--- src/logic/tec_defs.vh ---
/*
 * Constants for the 16-bit timer/event counter: register indices,
 * field positions, mode and clock-select codes, reset values.
 * Assumes inclusion by bare name from the logic/ and bench/ files.
 */
`ifndef TEC_DEFS_VH
`define TEC_DEFS_VH

// register indices on the plain register port
`define TEC_ADDR_W         3
`define TEC_DATA_W         16
`define TEC_ADDR_MODE      3'h0
`define TEC_ADDR_PRESCALE  3'h1
`define TEC_ADDR_CCCTRL    3'h2
`define TEC_ADDR_OUTCTRL   3'h3
`define TEC_ADDR_COUNT     3'h4
`define TEC_ADDR_CCZERO    3'h5
`define TEC_ADDR_CCONE     3'h6
`define TEC_ADDR_IRQMASK   3'h7

// mode_ctrl_reg fields
`define TEC_MODE_HI        3
`define TEC_MODE_LO        2
`define TEC_MODE_EDGETOG   1
`define TEC_MODE_STOP      2'h0
`define TEC_MODE_FREE      2'h1
`define TEC_MODE_EDGECLR   2'h2
`define TEC_MODE_MATCHCLR  2'h3

// prescale_mode_reg fields
`define TEC_CS_HI          1
`define TEC_CS_LO          0
`define TEC_ES0_HI         5
`define TEC_ES0_LO         4
`define TEC_ES1_HI         7
`define TEC_ES1_LO         6
`define TEC_CS_DIV1        2'h0
`define TEC_CS_DIV4        2'h1
`define TEC_CS_DIV256      2'h2
`define TEC_CS_EVENT       2'h3

// event edge select codes
`define TEC_ES_FALL        2'h0
`define TEC_ES_RISE        2'h1
`define TEC_ES_NONE        2'h2
`define TEC_ES_BOTH        2'h3

// cc_ctrl_reg fields
`define TEC_CC_ZERO_CAP    0
`define TEC_CC_REVERSE     1
`define TEC_CC_ONE_CAP     2

// out_ctrl_reg fields
`define TEC_OUT_ENABLE     0
`define TEC_OUT_TOG_ZERO   1
`define TEC_OUT_TOG_ONE    4

// irq mask register fields
`define TEC_MASK_ZERO      0
`define TEC_MASK_ONE       1

// prescaler
`define TEC_PRE_W          8
`define TEC_PRE_DIV4_MASK  8'h03
`define TEC_PRE_DIV256     8'hFF

// reset values
`define TEC_RST_CTRL       8'h00
`define TEC_RST_WORD       16'h0000
`define TEC_RST_PRE        8'h00
`define TEC_RST_MASK       2'h0
`define TEC_COUNT_ONE      16'h0001

`endif

--- src/logic/tec_edge_det.v ---
/*
 * Noise-filtered edge detector for one timer input pin.
 * Assumes the pin is already synchronous to clk; a level change is only
 * believed after it has been seen on two samples in a row.
 */
`include "tec_defs.vh"

module tec_edge_det (
	input  wire       clk,
	input  wire       reset_n,
	input  wire       pinIn,
	input  wire [1:0] edgeSel,
	output reg        validEdge,
	output reg        reverseEdge
);

	reg  histA_q;
	reg  histB_q;
	reg  level_q;
	wire stable;
	wire rise;
	wire fall;

	// two equal samples that differ from the accepted level make an edge
	assign stable = (histA_q == histB_q) && (histA_q != level_q);
	assign rise   = stable && histA_q;
	assign fall   = stable && !histA_q;

	// sample history and accepted level; outputs are one-cycle pulses
	always @(posedge clk or negedge reset_n) begin
		if (!reset_n) begin
			histA_q     <= 1'b0;
			histB_q     <= 1'b0;
			level_q     <= 1'b0;
			validEdge   <= 1'b0;
			reverseEdge <= 1'b0;
		end else begin
			histA_q <= pinIn;
			histB_q <= histA_q;
			if (stable) begin
				level_q <= histA_q;
			end
			case (edgeSel)
				`TEC_ES_FALL: begin
					validEdge   <= fall;
					reverseEdge <= rise;
				end
				`TEC_ES_RISE: begin
					validEdge   <= rise;
					reverseEdge <= fall;
				end
				`TEC_ES_BOTH: begin
					validEdge   <= stable;
					reverseEdge <= 1'b0; // no opposite phase when both edges count
				end
				default: begin
					validEdge   <= 1'b0;
					reverseEdge <= 1'b0;
				end
			endcase
		end
	end

endmodule

--- src/logic/tec_timer.v ---
/*
 * 16-bit timer/event counter: prescaler, counter, two capture/compare
 * registers, timer output and two match/capture pulses.
 * Assumes a single 25 MHz clock, pins synchronous to it, and a master on
 * the plain register port that keeps strobes one cycle long.
 * Assumes software keeps cc zero non-zero in the match-clear mode and never
 * picks the event clock in edge-clear mode; neither misuse is trapped here.
 */
`include "tec_defs.vh"

module tec_timer (
	input  wire                      clk,
	input  wire                      reset_n,
	input  wire [`TEC_ADDR_W-1:0]    regAddr,
	input  wire [`TEC_DATA_W-1:0]    regWrData,
	input  wire                      regWr,
	input  wire                      regRd,
	output reg  [`TEC_DATA_W-1:0]    regRdData,
	input  wire                      eventInputPin,
	input  wire                      secondCapturePin,
	output reg                       timerOutputPin,
	output reg                       matchIrqZero,
	output reg                       matchIrqOne
);

	reg  [7:0]             modeCtrl_q;
	reg  [7:0]             prescaleMode_q;
	reg  [7:0]             ccCtrl_q;
	reg  [7:0]             outCtrl_q;
	reg  [1:0]             irqMask_q;
	reg  [`TEC_DATA_W-1:0] count_q;
	reg  [`TEC_DATA_W-1:0] ccZero_q;
	reg  [`TEC_DATA_W-1:0] ccOne_q;
	reg  [`TEC_PRE_W-1:0]  pre_q;
	reg                    starting_q;
	reg                    outLevel_q;
	reg  [`TEC_DATA_W-1:0] count_d;
	reg                    tick;
	reg  [`TEC_DATA_W-1:0] rdMux;

	wire [1:0] opMode;
	wire [1:0] clockSel;
	wire       eventEdge;
	wire       eventReverse;
	wire       secondEdge;
	wire       running;
	wire       zeroIsCap;
	wire       oneIsCap;
	wire       eqZero;
	wire       eqOne;
	wire       matchZero;
	wire       matchOne;
	wire       capZero;
	wire       capOne;
	wire       edgeClear;
	wire       hitZero;
	wire       hitOne;
	wire       toggle;
	wire       togZero;
	wire       togOne;
	wire       togEdge;
	wire       matchClear;
	wire       wrMode;
	wire       wrPrescale;
	wire       wrCcCtrl;
	wire       wrOutCtrl;
	wire       wrMask;
	wire       wrCcZero;
	wire       wrCcOne;

	assign opMode    = modeCtrl_q[`TEC_MODE_HI:`TEC_MODE_LO];
	assign clockSel  = prescaleMode_q[`TEC_CS_HI:`TEC_CS_LO];
	assign running   = (opMode != `TEC_MODE_STOP);
	assign zeroIsCap = ccCtrl_q[`TEC_CC_ZERO_CAP];
	assign oneIsCap  = ccCtrl_q[`TEC_CC_ONE_CAP];
	assign wrMode    = regWr && (regAddr == `TEC_ADDR_MODE);

	// one write decode per register; index 4 has none, so count writes fall away
	assign wrPrescale = regWr && (regAddr == `TEC_ADDR_PRESCALE);
	assign wrCcCtrl   = regWr && (regAddr == `TEC_ADDR_CCCTRL);
	assign wrOutCtrl  = regWr && (regAddr == `TEC_ADDR_OUTCTRL);
	assign wrMask     = regWr && (regAddr == `TEC_ADDR_IRQMASK);
	assign wrCcZero   = regWr && (regAddr == `TEC_ADDR_CCZERO);
	assign wrCcOne    = regWr && (regAddr == `TEC_ADDR_CCONE);

	// filtered edge detectors for the event pin and the second capture pin
	tec_edge_det uEventEdge (
		.clk         (clk),
		.reset_n     (reset_n),
		.pinIn       (eventInputPin),
		.edgeSel     (prescaleMode_q[`TEC_ES0_HI:`TEC_ES0_LO]),
		.validEdge   (eventEdge),
		.reverseEdge (eventReverse)
	);

	tec_edge_det uSecondEdge (
		.clk         (clk),
		.reset_n     (reset_n),
		.pinIn       (secondCapturePin),
		.edgeSel     (prescaleMode_q[`TEC_ES1_HI:`TEC_ES1_LO]),
		.validEdge   (secondEdge),
		.reverseEdge ()
	);

	// free-running prescaler; it never stops so the count clock phase is stable
	// limitation: a clock-select change mid-run may shorten the first count period
	always @(posedge clk or negedge reset_n) begin
		if (!reset_n) begin
			pre_q <= `TEC_RST_PRE;
		end else begin
			pre_q <= pre_q + 8'h01;
		end
	end

	// count clock select: divided peripheral clock or event pin valid edge
	always @* begin
		case (clockSel)
			`TEC_CS_DIV1:   tick = 1'b1;
			`TEC_CS_DIV4:   tick = ((pre_q & `TEC_PRE_DIV4_MASK) == `TEC_PRE_DIV4_MASK);
			`TEC_CS_DIV256: tick = (pre_q == `TEC_PRE_DIV256);
			`TEC_CS_EVENT:  tick = eventEdge;
			default:        tick = 1'b0;
		endcase
	end

	// comparisons look at the settled count on the count clock
	assign eqZero    = (count_q == ccZero_q);
	assign eqOne     = (count_q == ccOne_q);
	assign matchZero = running && tick && !starting_q && !zeroIsCap && eqZero;
	assign matchOne  = running && tick && !starting_q && !oneIsCap && eqOne;

	// mode decodes; capture triggers only act in the edge-clear mode
	assign edgeClear  = (opMode == `TEC_MODE_EDGECLR);
	assign matchClear = (opMode == `TEC_MODE_MATCHCLR);

	// with both edges selected there is no opposite phase, so reverse capture stays idle
	assign capZero   = edgeClear && zeroIsCap &&
		(ccCtrl_q[`TEC_CC_REVERSE] ? eventReverse : secondEdge);
	assign capOne    = edgeClear && oneIsCap && eventEdge;

	// interrupt causes; reverse-phase capture is silent, second pin still counts
	assign hitZero = matchZero || (edgeClear && zeroIsCap && secondEdge);
	assign hitOne  = matchOne || capOne;

	// output inversion causes; causes in one cycle merge into a single inversion
	assign togZero = matchZero && outCtrl_q[`TEC_OUT_TOG_ZERO];
	assign togOne  = matchOne && outCtrl_q[`TEC_OUT_TOG_ONE];
	assign togEdge = edgeClear && eventEdge && modeCtrl_q[`TEC_MODE_EDGETOG];
	assign toggle  = togZero || togOne || togEdge;

	// next count value by mode
	// an event clear beats a tick in the same cycle, so a clear is never lost
	always @* begin
		count_d = count_q;
		if (!running) begin
			count_d = `TEC_RST_WORD;
		end else if (edgeClear && eventEdge) begin
			count_d = `TEC_RST_WORD;
		end else if (tick) begin
			if (starting_q) begin
				count_d = count_q;
			end else if (matchClear && eqZero) begin
				count_d = `TEC_RST_WORD;
			end else begin
				count_d = count_q + `TEC_COUNT_ONE;
			end
		end
	end

	// counter and start flag; the first count clock after start only syncs
	always @(posedge clk or negedge reset_n) begin
		if (!reset_n) begin
			count_q    <= `TEC_RST_WORD;
			starting_q <= 1'b1;
		end else begin
			count_q <= count_d;
			if (!running) begin
				starting_q <= 1'b1;
			end else if (tick) begin
				starting_q <= 1'b0;
			end
		end
	end

	// control registers written from the register port
	// these registers are eight bits wide, the mask two; upper write data bits are dropped on purpose
	always @(posedge clk or negedge reset_n) begin
		if (!reset_n) begin
			modeCtrl_q     <= `TEC_RST_CTRL;
			prescaleMode_q <= `TEC_RST_CTRL;
			ccCtrl_q       <= `TEC_RST_CTRL;
			outCtrl_q      <= `TEC_RST_CTRL;
			irqMask_q      <= `TEC_RST_MASK;
		end else begin
			if (wrMode) begin
				modeCtrl_q <= regWrData[7:0];
			end
			if (wrPrescale) begin
				prescaleMode_q <= regWrData[7:0];
			end
			if (wrCcCtrl) begin
				ccCtrl_q <= regWrData[7:0];
			end
			if (wrOutCtrl) begin
				outCtrl_q <= regWrData[7:0];
			end
			if (wrMask) begin
				irqMask_q <= regWrData[1:0];
			end
		end
	end

	// capture/compare registers; a capture beats a software write
	always @(posedge clk or negedge reset_n) begin
		if (!reset_n) begin
			ccZero_q <= `TEC_RST_WORD;
			ccOne_q  <= `TEC_RST_WORD;
		end else begin
			if (capZero) begin
				ccZero_q <= count_q;
			end else if (wrCcZero && !zeroIsCap) begin
				ccZero_q <= regWrData;
			end
			if (capOne) begin
				ccOne_q <= count_q;
			end else if (wrCcOne && !oneIsCap) begin
				ccOne_q <= regWrData;
			end
		end
	end

	// timer output: toggles while enabled, forced low when disabled or stopped
	// the pin follows the internal level a cycle later, so it lags the pulses by one
	always @(posedge clk or negedge reset_n) begin
		if (!reset_n) begin
			outLevel_q     <= 1'b0;
			timerOutputPin <= 1'b0;
		end else begin
			if (!outCtrl_q[`TEC_OUT_ENABLE] || wrMode) begin
				outLevel_q <= 1'b0;
			end else if (toggle) begin
				outLevel_q <= !outLevel_q;
			end
			timerOutputPin <= outLevel_q;
		end
	end

	// interrupt pulses, one cycle per event, gated by the mask bits
	// there is no pending flag, so an event seen while masked is lost
	always @(posedge clk or negedge reset_n) begin
		if (!reset_n) begin
			matchIrqZero <= 1'b0;
			matchIrqOne  <= 1'b0;
		end else begin
			matchIrqZero <= hitZero && !irqMask_q[`TEC_MASK_ZERO];
			matchIrqOne  <= hitOne && !irqMask_q[`TEC_MASK_ONE];
		end
	end

	// read multiplexer; control registers read back with zero upper bits
	always @* begin
		case (regAddr)
			`TEC_ADDR_MODE:     rdMux = {8'h00, modeCtrl_q};
			`TEC_ADDR_PRESCALE: rdMux = {8'h00, prescaleMode_q};
			`TEC_ADDR_CCCTRL:   rdMux = {8'h00, ccCtrl_q};
			`TEC_ADDR_OUTCTRL:  rdMux = {8'h00, outCtrl_q};
			`TEC_ADDR_COUNT:    rdMux = count_q;
			`TEC_ADDR_CCZERO:   rdMux = ccZero_q;
			`TEC_ADDR_CCONE:    rdMux = ccOne_q;
			`TEC_ADDR_IRQMASK:  rdMux = {14'h0000, irqMask_q};
			default:            rdMux = `TEC_RST_WORD;
		endcase
	end

	// read data stand only in the cycle after the strobe; reads have no side effect
	// a plain snapshot of the count, so a read never stalls or restarts counting
	always @(posedge clk or negedge reset_n) begin
		if (!reset_n) begin
			regRdData <= `TEC_RST_WORD;
		end else if (regRd) begin
			regRdData <= rdMux;
		end else begin
			regRdData <= `TEC_RST_WORD;
		end
	end

endmodule

--- config.mk ---
export PLATFORM = sky130hd
export DESIGN_NAME = tec_timer
export DESIGN_NICKNAME = d
export VERILOG_FILES = /design/src/logic/tec_edge_det.v /design/src/logic/tec_timer.v
export VERILOG_INCLUDE_DIRS = /design/src /design/src/logic
export SDC_FILE = /design/constraint.sdc
export NUM_CORES = 1
export LEC_CHECK = 0
export ABC_AREA = 1
export BUFFER_PORTS_ARGS = -buffer_cell sky130_fd_sc_hd__buf_2
export CAP_MARGIN = 20
export CELL_PAD_IN_SITES_DETAIL_PLACEMENT = 0
export CELL_PAD_IN_SITES_GLOBAL_PLACEMENT = 1
export CORE_MARGIN = 3
export CORE_UTILIZATION = 46
export CTS_BUF_LIST = sky130_fd_sc_hd__clkbuf_16
export DETAILED_ROUTE_END_ITERATION = 16
export PLACE_DENSITY = 0.84
export SETUP_SLACK_MARGIN = 0.4
export SLEW_MARGIN = 20
export SYNTH_ARGS = -nofsm -noshare
export SYNTH_HDL_FRONTEND = slang
export SYNTH_SLANG_ARGS = --single-unit
--- constraint.sdc ---
create_clock -name clk -period 2 [get_ports clk]
set_clock_uncertainty 0.05 [all_clocks]
set_input_delay 0.4 -clock clk [delete_from_list [all_inputs] [get_ports clk]]
set_output_delay 0.4 -clock clk [all_outputs]
set_load 0.01 [all_outputs]
==> results of run 1 <==
[final cells by class]
| type | instances | area, µm² | area share [%] |
|---|---|---|---|
| sequential | 120 | 3020 | 38.1 |
| multi-input combinational | 495 | 2990 | 37.6 |
| timing repair buffer | 103 | 782 | 9.85 |
| clock buffer | 17 | 425 | 5.36 |
| inverter | 83 | 329 | 4.15 |
| tap | 172 | 215 | 2.71 |
| clock inverter | 15 | 160 | 2.02 |
| timing repair inverter | 1 | 16.3 | 0.205 |
[routing by layer]
layer  vias up  track usage (%)  wire (µm)  part of all wire [%]
met3        47             5.50       1190                   6.8
met1      2681             33.8       7800                    45
met5         -                0          0                     0
met4         0             9.52        533                   3.0
met2       211             35.2       7970                    46
li1       2585                -          -                     -
[worst paths after layout]
check | to | slack, ps | depth (start not counted)
max reg2reg | count_q[15]$_DFFE_PN0P_ | 230 | 12
max in group asynchronous | modeCtrl_q[3]$_DFFE_PN0P_ | 780 | 3
min reg2reg | timerOutputPin$_DFF_PN0_ | 350 | 0
max | count_q[15]$_DFFE_PN0P_ | 230 | 12
min | uEventEdge.histA_q$_DFF_PN0_ | 40 | 1
min in group asynchronous | outLevel_q$_DFFE_PN0P_ | 420 | 2
[Yosys cell counts (all sizes together)]
library cell    n  share of area [%]
dfstp           1               0.43
clkbuf          7               0.43
xor2           11                1.6
nand3          29                2.9
nor3           14                1.9
buf            23                2.3
a41oi           4               0.57
nand2         172                 11
o21ai         105                8.6
a31oi           5               0.51
nand4           4               0.41
o22ai          17                1.7
a22oi           4               0.49
nor2           69                5.1
o221ai          6               0.86
nand3b          1               0.12
a221oi          7                1.0
clkinv          1               0.14
a211oi          1               0.12
a21oi          15                1.2
xnor2          24                3.4
dfrtp         119                 49
inv            82                5.0
ha              2               0.41
mux2            1               0.18
o211ai          2               0.25
nor4            1               0.20
[kinds of logic after synthesis]
group	count (synthesis)
XOR/XNOR	35
flip-flops	120
AO/OA/AOI/OAI	166
adder cells (fa/ha/maj)	2
buffers and inverters	113
multiplexers	1
AND/OR/NAND/NOR	290
[what timing repair did]
| action | CTS | global route |
|---|---|---|
| gates resized for setup | 36 | 80 |
| hold buffers | 1 | 0 |
| cloned | 1 | 3 |
| setup endpoints to repair | 43 | 51 |
| endpoints found under the hold margin | 28 | 0 |
| pin swaps | 7 | 23 |
| buffers inserted | 17 | 16 |
[flip-flops by register name (all words and copies together), names as in the netlist, 2 cells and up]
register / count
ccOne_q: 16
ccZero_q: 16
count_q: 16
regRdData: 16
ccCtrl_q: 8
modeCtrl_q: 8
outCtrl_q: 8
pre_q: 8
prescaleMode_q: 8
irqMask_q: 2
[through the flow]
stage                     utilization [%]  total power [mW]  std cells  cell area, µm²  setup slack, ps
after global routing                 61.9              8.53       1006            7940              120
final                                61.9              8.14       1006            7940              229
after CTS                            58.3              7.91        987            7480              261
after global placement               51.5              4.70        936            6600              169
after detailed placement             51.5              4.74        936            6600              124
after floorplan                         -              4.30        727            6120              360
[power breakdown]
part,internal (mW),switching [mW],total [mW]
Sequential,2.88,0.373,3.26
Clock,1.93,1.11,3.05
Combinational,0.740,1.10,1.84
Total,5.56,2.58,8.14
[worst max-delay path, delay by kind of cell, from the launching register on]
kind | cells | cell delay (ps)
XOR/XNOR | 1 | 180
adder cells (fa/ha/maj) | 1 | 180
flip-flops | 1 | 400
AND/OR/NAND/NOR | 10 | 860
==> results.sh, run 1 <==
export IMPL_power_ir_vdd_worst_uv=619
export IMPL_number_of_global_route_vias_before_repair=5260
export IMPL_synthesis_instances=727
export IMPL_cts_reportedPaths_clkPinSlew_ps=60
export IMPL_clock_sinks=120
export IMPL_r2r_start="pre_q[1]$_DFF_PN0_"
export IMPL_vias_per_cell=5.49
export IMPL_initial_utilization_pct=47.7
export IMPL_critical_path_startpoint_type="flop"
export IMPL_final_max_slew_viol_count=0
export IMPL_critical_path_peak_fanout=7
export IMPL_worst_setup_path_type="reg2reg"
export IMPL_routed_wire_length_per_instance_um=17.4
export IMPL_synth_mux_area_share_pct=0.184
export IMPL_fin_setup_tns_ps=0
export IMPL_synth_xor_area_share_pct=5.01
export IMPL_outcome="completed"
export IMPL_rsz_0062_raised_after_global_routing="yes"
export IMPL_compound_cell_area_share_of_the_yosys_netlist_pct=15.4
export IMPL_crit_slowest_cell="dfrtp_1"
export IMPL_antenna_cells=0
export IMPL_fin_crit_sh_pct=88.6
export IMPL_place_gp_congestion=0.910
export IMPL_cap_viol_max_count=0
export IMPL_worst_pin_slew_ps=593
export IMPL_worstSetupStartpoint="pre_q[1]$_DFF_PN0_"
export IMPL_leakage_nw=3.68
export IMPL_clk_insertion_delay_late_ps=420
export IMPL_grtUsageTotal_pct=23.8
export IMPL_synth_simple_area_share_pct=22.0
export IMPL_port_buffer_count=43
export IMPL_io_pins=44
export IMPL_synth_yosys_warnings=0
export IMPL_synth_sequential_area_ratio_pct=49.1
export IMPL_post_synth_cell_area_avg_um2=8.41
export IMPL_drt_total_wl_um=17500
export IMPL_timing_critical_path_arrival_ps=2030
export IMPL_worstHoldStart="eventInputPin"
export IMPL_global_route_wire_length_before_repair_um=27000
export IMPL_hold_slack_ps=35.1
export IMPL_critical_path_required_ps=2260
export IMPL_power_per_cell_area_nw_per_um2=1030
export IMPL_fmax_mhz=565
export IMPL_total_grt_overflow=0
export IMPL_synthesized_net_count=754
export IMPL_post_route_drc_count=0
export IMPL_fp_dieH_um=121
export IMPL_layout_drive_gt1_share_pct=29.6
export IMPL_cts_buffers_inserted=17
export IMPL_layout_cells_most_common_list="152 x nand2_1, 105 x dfrtp_1, 71 x inv_1, 59 x o21ai_1, 49 x buf_4"
export IMPL_violation_count_after_the_first_detailed_route_iteration=478
export IMPL_synthDistinctLibCells=40
export IMPL_setup_viol_count_final=0
export IMPL_fp_dieArea_um2=14700
export IMPL_placement_rows=41
export IMPL_core_area_um2=12800
export IMPL_ant_nets=0
export IMPL_synth_ff_latch_count=120
export IMPL_setup_worst_path_end_class="flop"
export IMPL_dp_hpwl_um=11400
export IMPL_cts_htree_levels=4
export IMPL_slew_headroom_pct=60.4
export IMPL_cts_root_buf="clkbuf_16"
export IMPL_vias=5524
export IMPL_grt_max_degree=38
export IMPL_cpPeakStageDelay_ps=400
export IMPL_final_nets=848
export IMPL_drt_first_pass_iters=5
export IMPL_synth_cell_area_um2=6110
export IMPL_initial_antenna_violation_count=0
export IMPL_report_final_hold_viol_count=0
export IMPL_synth_top_family_by_area="simple AND/OR/NAND/NOR gates"
export IMPL_syn_to_final_growth_pct=29.8
export IMPL_synthAdderAreaFrac_pct=0.409
export IMPL_holdCritPathClass="in2reg"
export IMPL_layout_cells_most_common="nand2_1"
export IMPL_cts_root_to_sink_buffers=2
export IMPL_die_width_um=121
export IMPL_nFillCells=1101
export IMPL_timing_final_crit_period_ps=1770
export IMPL_cts_tree="built"
export IMPL_crit_chain="ha_4 -> nand3_4 -> nor2_4 -> nand2_2 -> nand2_4 -> nand2_8 -> nand2_8 -> nand2_4 -> nor2_4 -> nand2_1 -> xor2_1 -> nor2_2"
No activity file was read; power rests on OpenSTA's default activity.
==> run 2: changes to the inputs <==
--- a/config.mk
+++ b/config.mk
@@ -15,9 +15,10 @@
 export CORE_UTILIZATION = 46
 export CTS_BUF_LIST = sky130_fd_sc_hd__clkbuf_16
 export DETAILED_ROUTE_END_ITERATION = 16
-export PLACE_DENSITY = 0.84
+export PLACE_DENSITY_LB_ADDON = 0.3
 export SETUP_SLACK_MARGIN = 0.4
 export SLEW_MARGIN = 20
 export SYNTH_ARGS = -nofsm -noshare
 export SYNTH_HDL_FRONTEND = slang
+export SYNTH_HIERARCHICAL = 1
 export SYNTH_SLANG_ARGS = --single-unit
==> run 2 against run 1 <==
Net effect: global-route usage grew 0.98 points; core utilization rose by 1.4 points; clock power up 4%; fmax decreased by 0.90%; cell count up 3.8%; setup slack lost 16 ps; hold slack better by 0.56 ps; sequential power is essentially flat; largest cell class unchanged.
==> results.sh, run 2 <==
export IMPL_outcome="completed"
export IMPL_io_pins=44
export IMPL_worst_setup_path_type="reg2reg"
export IMPL_synth_cell_area_um2=6130
export IMPL_share_clk_of_total_power_pct=38.0
export IMPL_fp_dieArea_um2=14800
export IMPL_vias=5686
export IMPL_clk_insertion_delay_late_ps=420
export IMPL_swShare_pct=31.0
export IMPL_violation_count_after_the_first_detailed_route_iteration=509
export IMPL_synthesized_net_count=780
export IMPL_routed_wire_length_per_instance_um=17.4
export IMPL_report_final_hold_viol_count=0
export IMPL_cts_root_buf="clkbuf_16"
export IMPL_grt_max_degree=37
export IMPL_global_route_wire_length_before_repair_um=28000
export IMPL_clock_sinks=120
export IMPL_dp_cells=979
export IMPL_layout_cells_most_common_list="168 x nand2_1, 106 x dfrtp_1, 75 x inv_1, 75 x o21ai_0, 55 x buf_4"
export IMPL_vias_per_cell=5.45
export IMPL_fin_crit_sh_pct=89.4
export IMPL_holdCritPathClass="in2reg"
export IMPL_cts_root_to_sink_buffers=2
export IMPL_layout_cells_most_common="nand2_1"
export IMPL_final_cell_count_no_fill=1044
export IMPL_cts_htree_levels=4
export IMPL_fp_dieH_um=121
export IMPL_critical_path_required_ps=2260
export IMPL_critical_path_peak_fanout=3
export IMPL_grtUsageTotal_pct=24.8
export IMPL_worst_pin_slew_ps=511
export IMPL_rsz_0062_raised_after_global_routing="yes"
export IMPL_synthesis_instances=753
export IMPL_syn_to_final_growth_pct=32.3
export IMPL_cts_tree="built"
export IMPL_post_synth_cell_area_avg_um2=8.14
export IMPL_final_max_slew_viol_count=0
export IMPL_sequentialPowerShare_pct=39.5
export IMPL_postLayoutCoreUtil_pct=63.3
export IMPL_cap_viol_max_count=0
export IMPL_net_load_switching_power_mw=2.58
export IMPL_layout_drive_gt1_share_pct=29.9
export IMPL_port_buffer_count=43
export IMPL_timing_critical_path_arrival_ps=2050
export IMPL_setup_worst_path_end_class="flop"
export IMPL_critical_path_startpoint_type="flop"
export IMPL_cts_reportedPaths_clkPinSlew_ps=60
export IMPL_post_route_drc_count=0
export IMPL_ant_nets=0
export IMPL_dp_hpwl_um=12700
export IMPL_die_width_um=121
export IMPL_slew_headroom_pct=66.0
export IMPL_core_area_um2=12800
export IMPL_comb_power_share_pct=22.5
export IMPL_antenna_cells=0
export IMPL_power_per_cell_area_nw_per_um2=1020
export IMPL_placement_rows=41
export IMPL_drt_first_pass_iters=8
export IMPL_cell_internal_pwr_mw=5.73
export IMPL_final_nets=887
export IMPL_power_ir_vdd_worst_uv=676
export IMPL_drt_total_wl_um=18100
export IMPL_initial_antenna_violation_count=0
export IMPL_initial_utilization_pct=47.8
export IMPL_timing_final_crit_period_ps=1790
export IMPL_number_of_global_route_vias_before_repair=5368
export IMPL_fmax_mhz=559
export IMPL_total_grt_overflow=0
export IMPL_synth_yosys_warnings=6
export IMPL_cts_buffers_inserted=17
export IMPL_leakage_nw=3.85
export IMPL_fin_setup_tns_ps=0
export IMPL_place_gp_congestion=0.952
export IMPL_setup_viol_count_final=0
## run 2: final cells by class
cell class | count | area [µm²]
Fill cell | 1107 | 4710
Inverter | 94 | 384
Tap cell | 172 | 215
Clock inverter | 14 | 185
Clock buffer | 17 | 425
Sequential cell | 120 | 3020
Timing Repair Buffer | 116 | 897
Multi-Input combinational cell | 511 | 2990
## run 2: layer usage
layer / GRT usage, % / up-vias / share of wire (%)
met2: 39.1 / 218 / 49
met1: 33.3 / 2754 / 43
met5: 0 / - / 0
met4: 8.40 / 0 / 1.7
li1: - / 2686 / -
met3: 6.25 / 28 / 6.5
## run 2: power by group through the flow
stage / Combinational (mW) / Sequential [mW] / Clock (mW)
floorplan: 1.06 / 3.20 / 0
global placement: 1.44 / 3.29 / 0
detailed placement: 1.48 / 3.30 / 0
CTS: 1.58 / 3.24 / 3.20
global route: 2.08 / 3.33 / 3.32
finish: 1.87 / 3.28 / 3.16
## run 2: final timing paths
| path | startpoint | endpoint | slack (ps) | cells past startpoint |
|---|---|---|---|---|
| max in group asynchronous | reset_n | count_q[0]$_DFFE_PN0P_ | 820 | 3 |
| min in group asynchronous | reset_n | count_q[4]$_DFFE_PN0P_ | 450 | 2 |
| hold / removal | eventInputPin | uEventEdge/histA_q$_DFF_PN0_ | 40 | 1 |
| hold reg to reg | outLevel_q$_DFFE_PN0P_ | timerOutputPin$_DFF_PN0_ | 360 | 0 |
| setup reg to reg | pre_q[1]$_DFF_PN0_ | outLevel_q$_DFFE_PN0P_ | 210 | 13 |
| setup / recovery | pre_q[1]$_DFF_PN0_ | outLevel_q$_DFFE_PN0P_ | 210 | 13 |
## run 2: repair_timing
item                                   CTS  global route
buffers inserted                        12            20
setup endpoints to repair               38            50
endpoints found under the hold margin   30             0
hold buffers                             1             0
gates resized for setup                 21           116
cloned                                   0             1
pin swaps                                8            24
## run 2: through the flow
step | hold WS (ps) | instance area, µm² | setup WS (ps) | total power [mW]
after global routing | 21.5 | 8110 | 99.0 | 8.74
after CTS | 22.1 | 7550 | 222 | 8.02
after global placement | 338 | 6760 | 72.3 | 4.73
final | 35.7 | 8110 | 213 | 8.31
after floorplan | 54.4 | 6150 | 388 | 4.26
after detailed placement | 345 | 6760 | 52.6 | 4.78
## run 2: worst max-delay path, stage by stage, from the launching register on
cell     delay [ps]
dfrtp_1         400
ha_4            180
nand3_4          90
nor2_4          130
nand2_2          70
nand2_4          90
buf_4           120
nand3_4         100
nor2_4          150
nand3_2          90
nand2_1          60
nor2_1           40
nand3_1          60
nand2_1          50
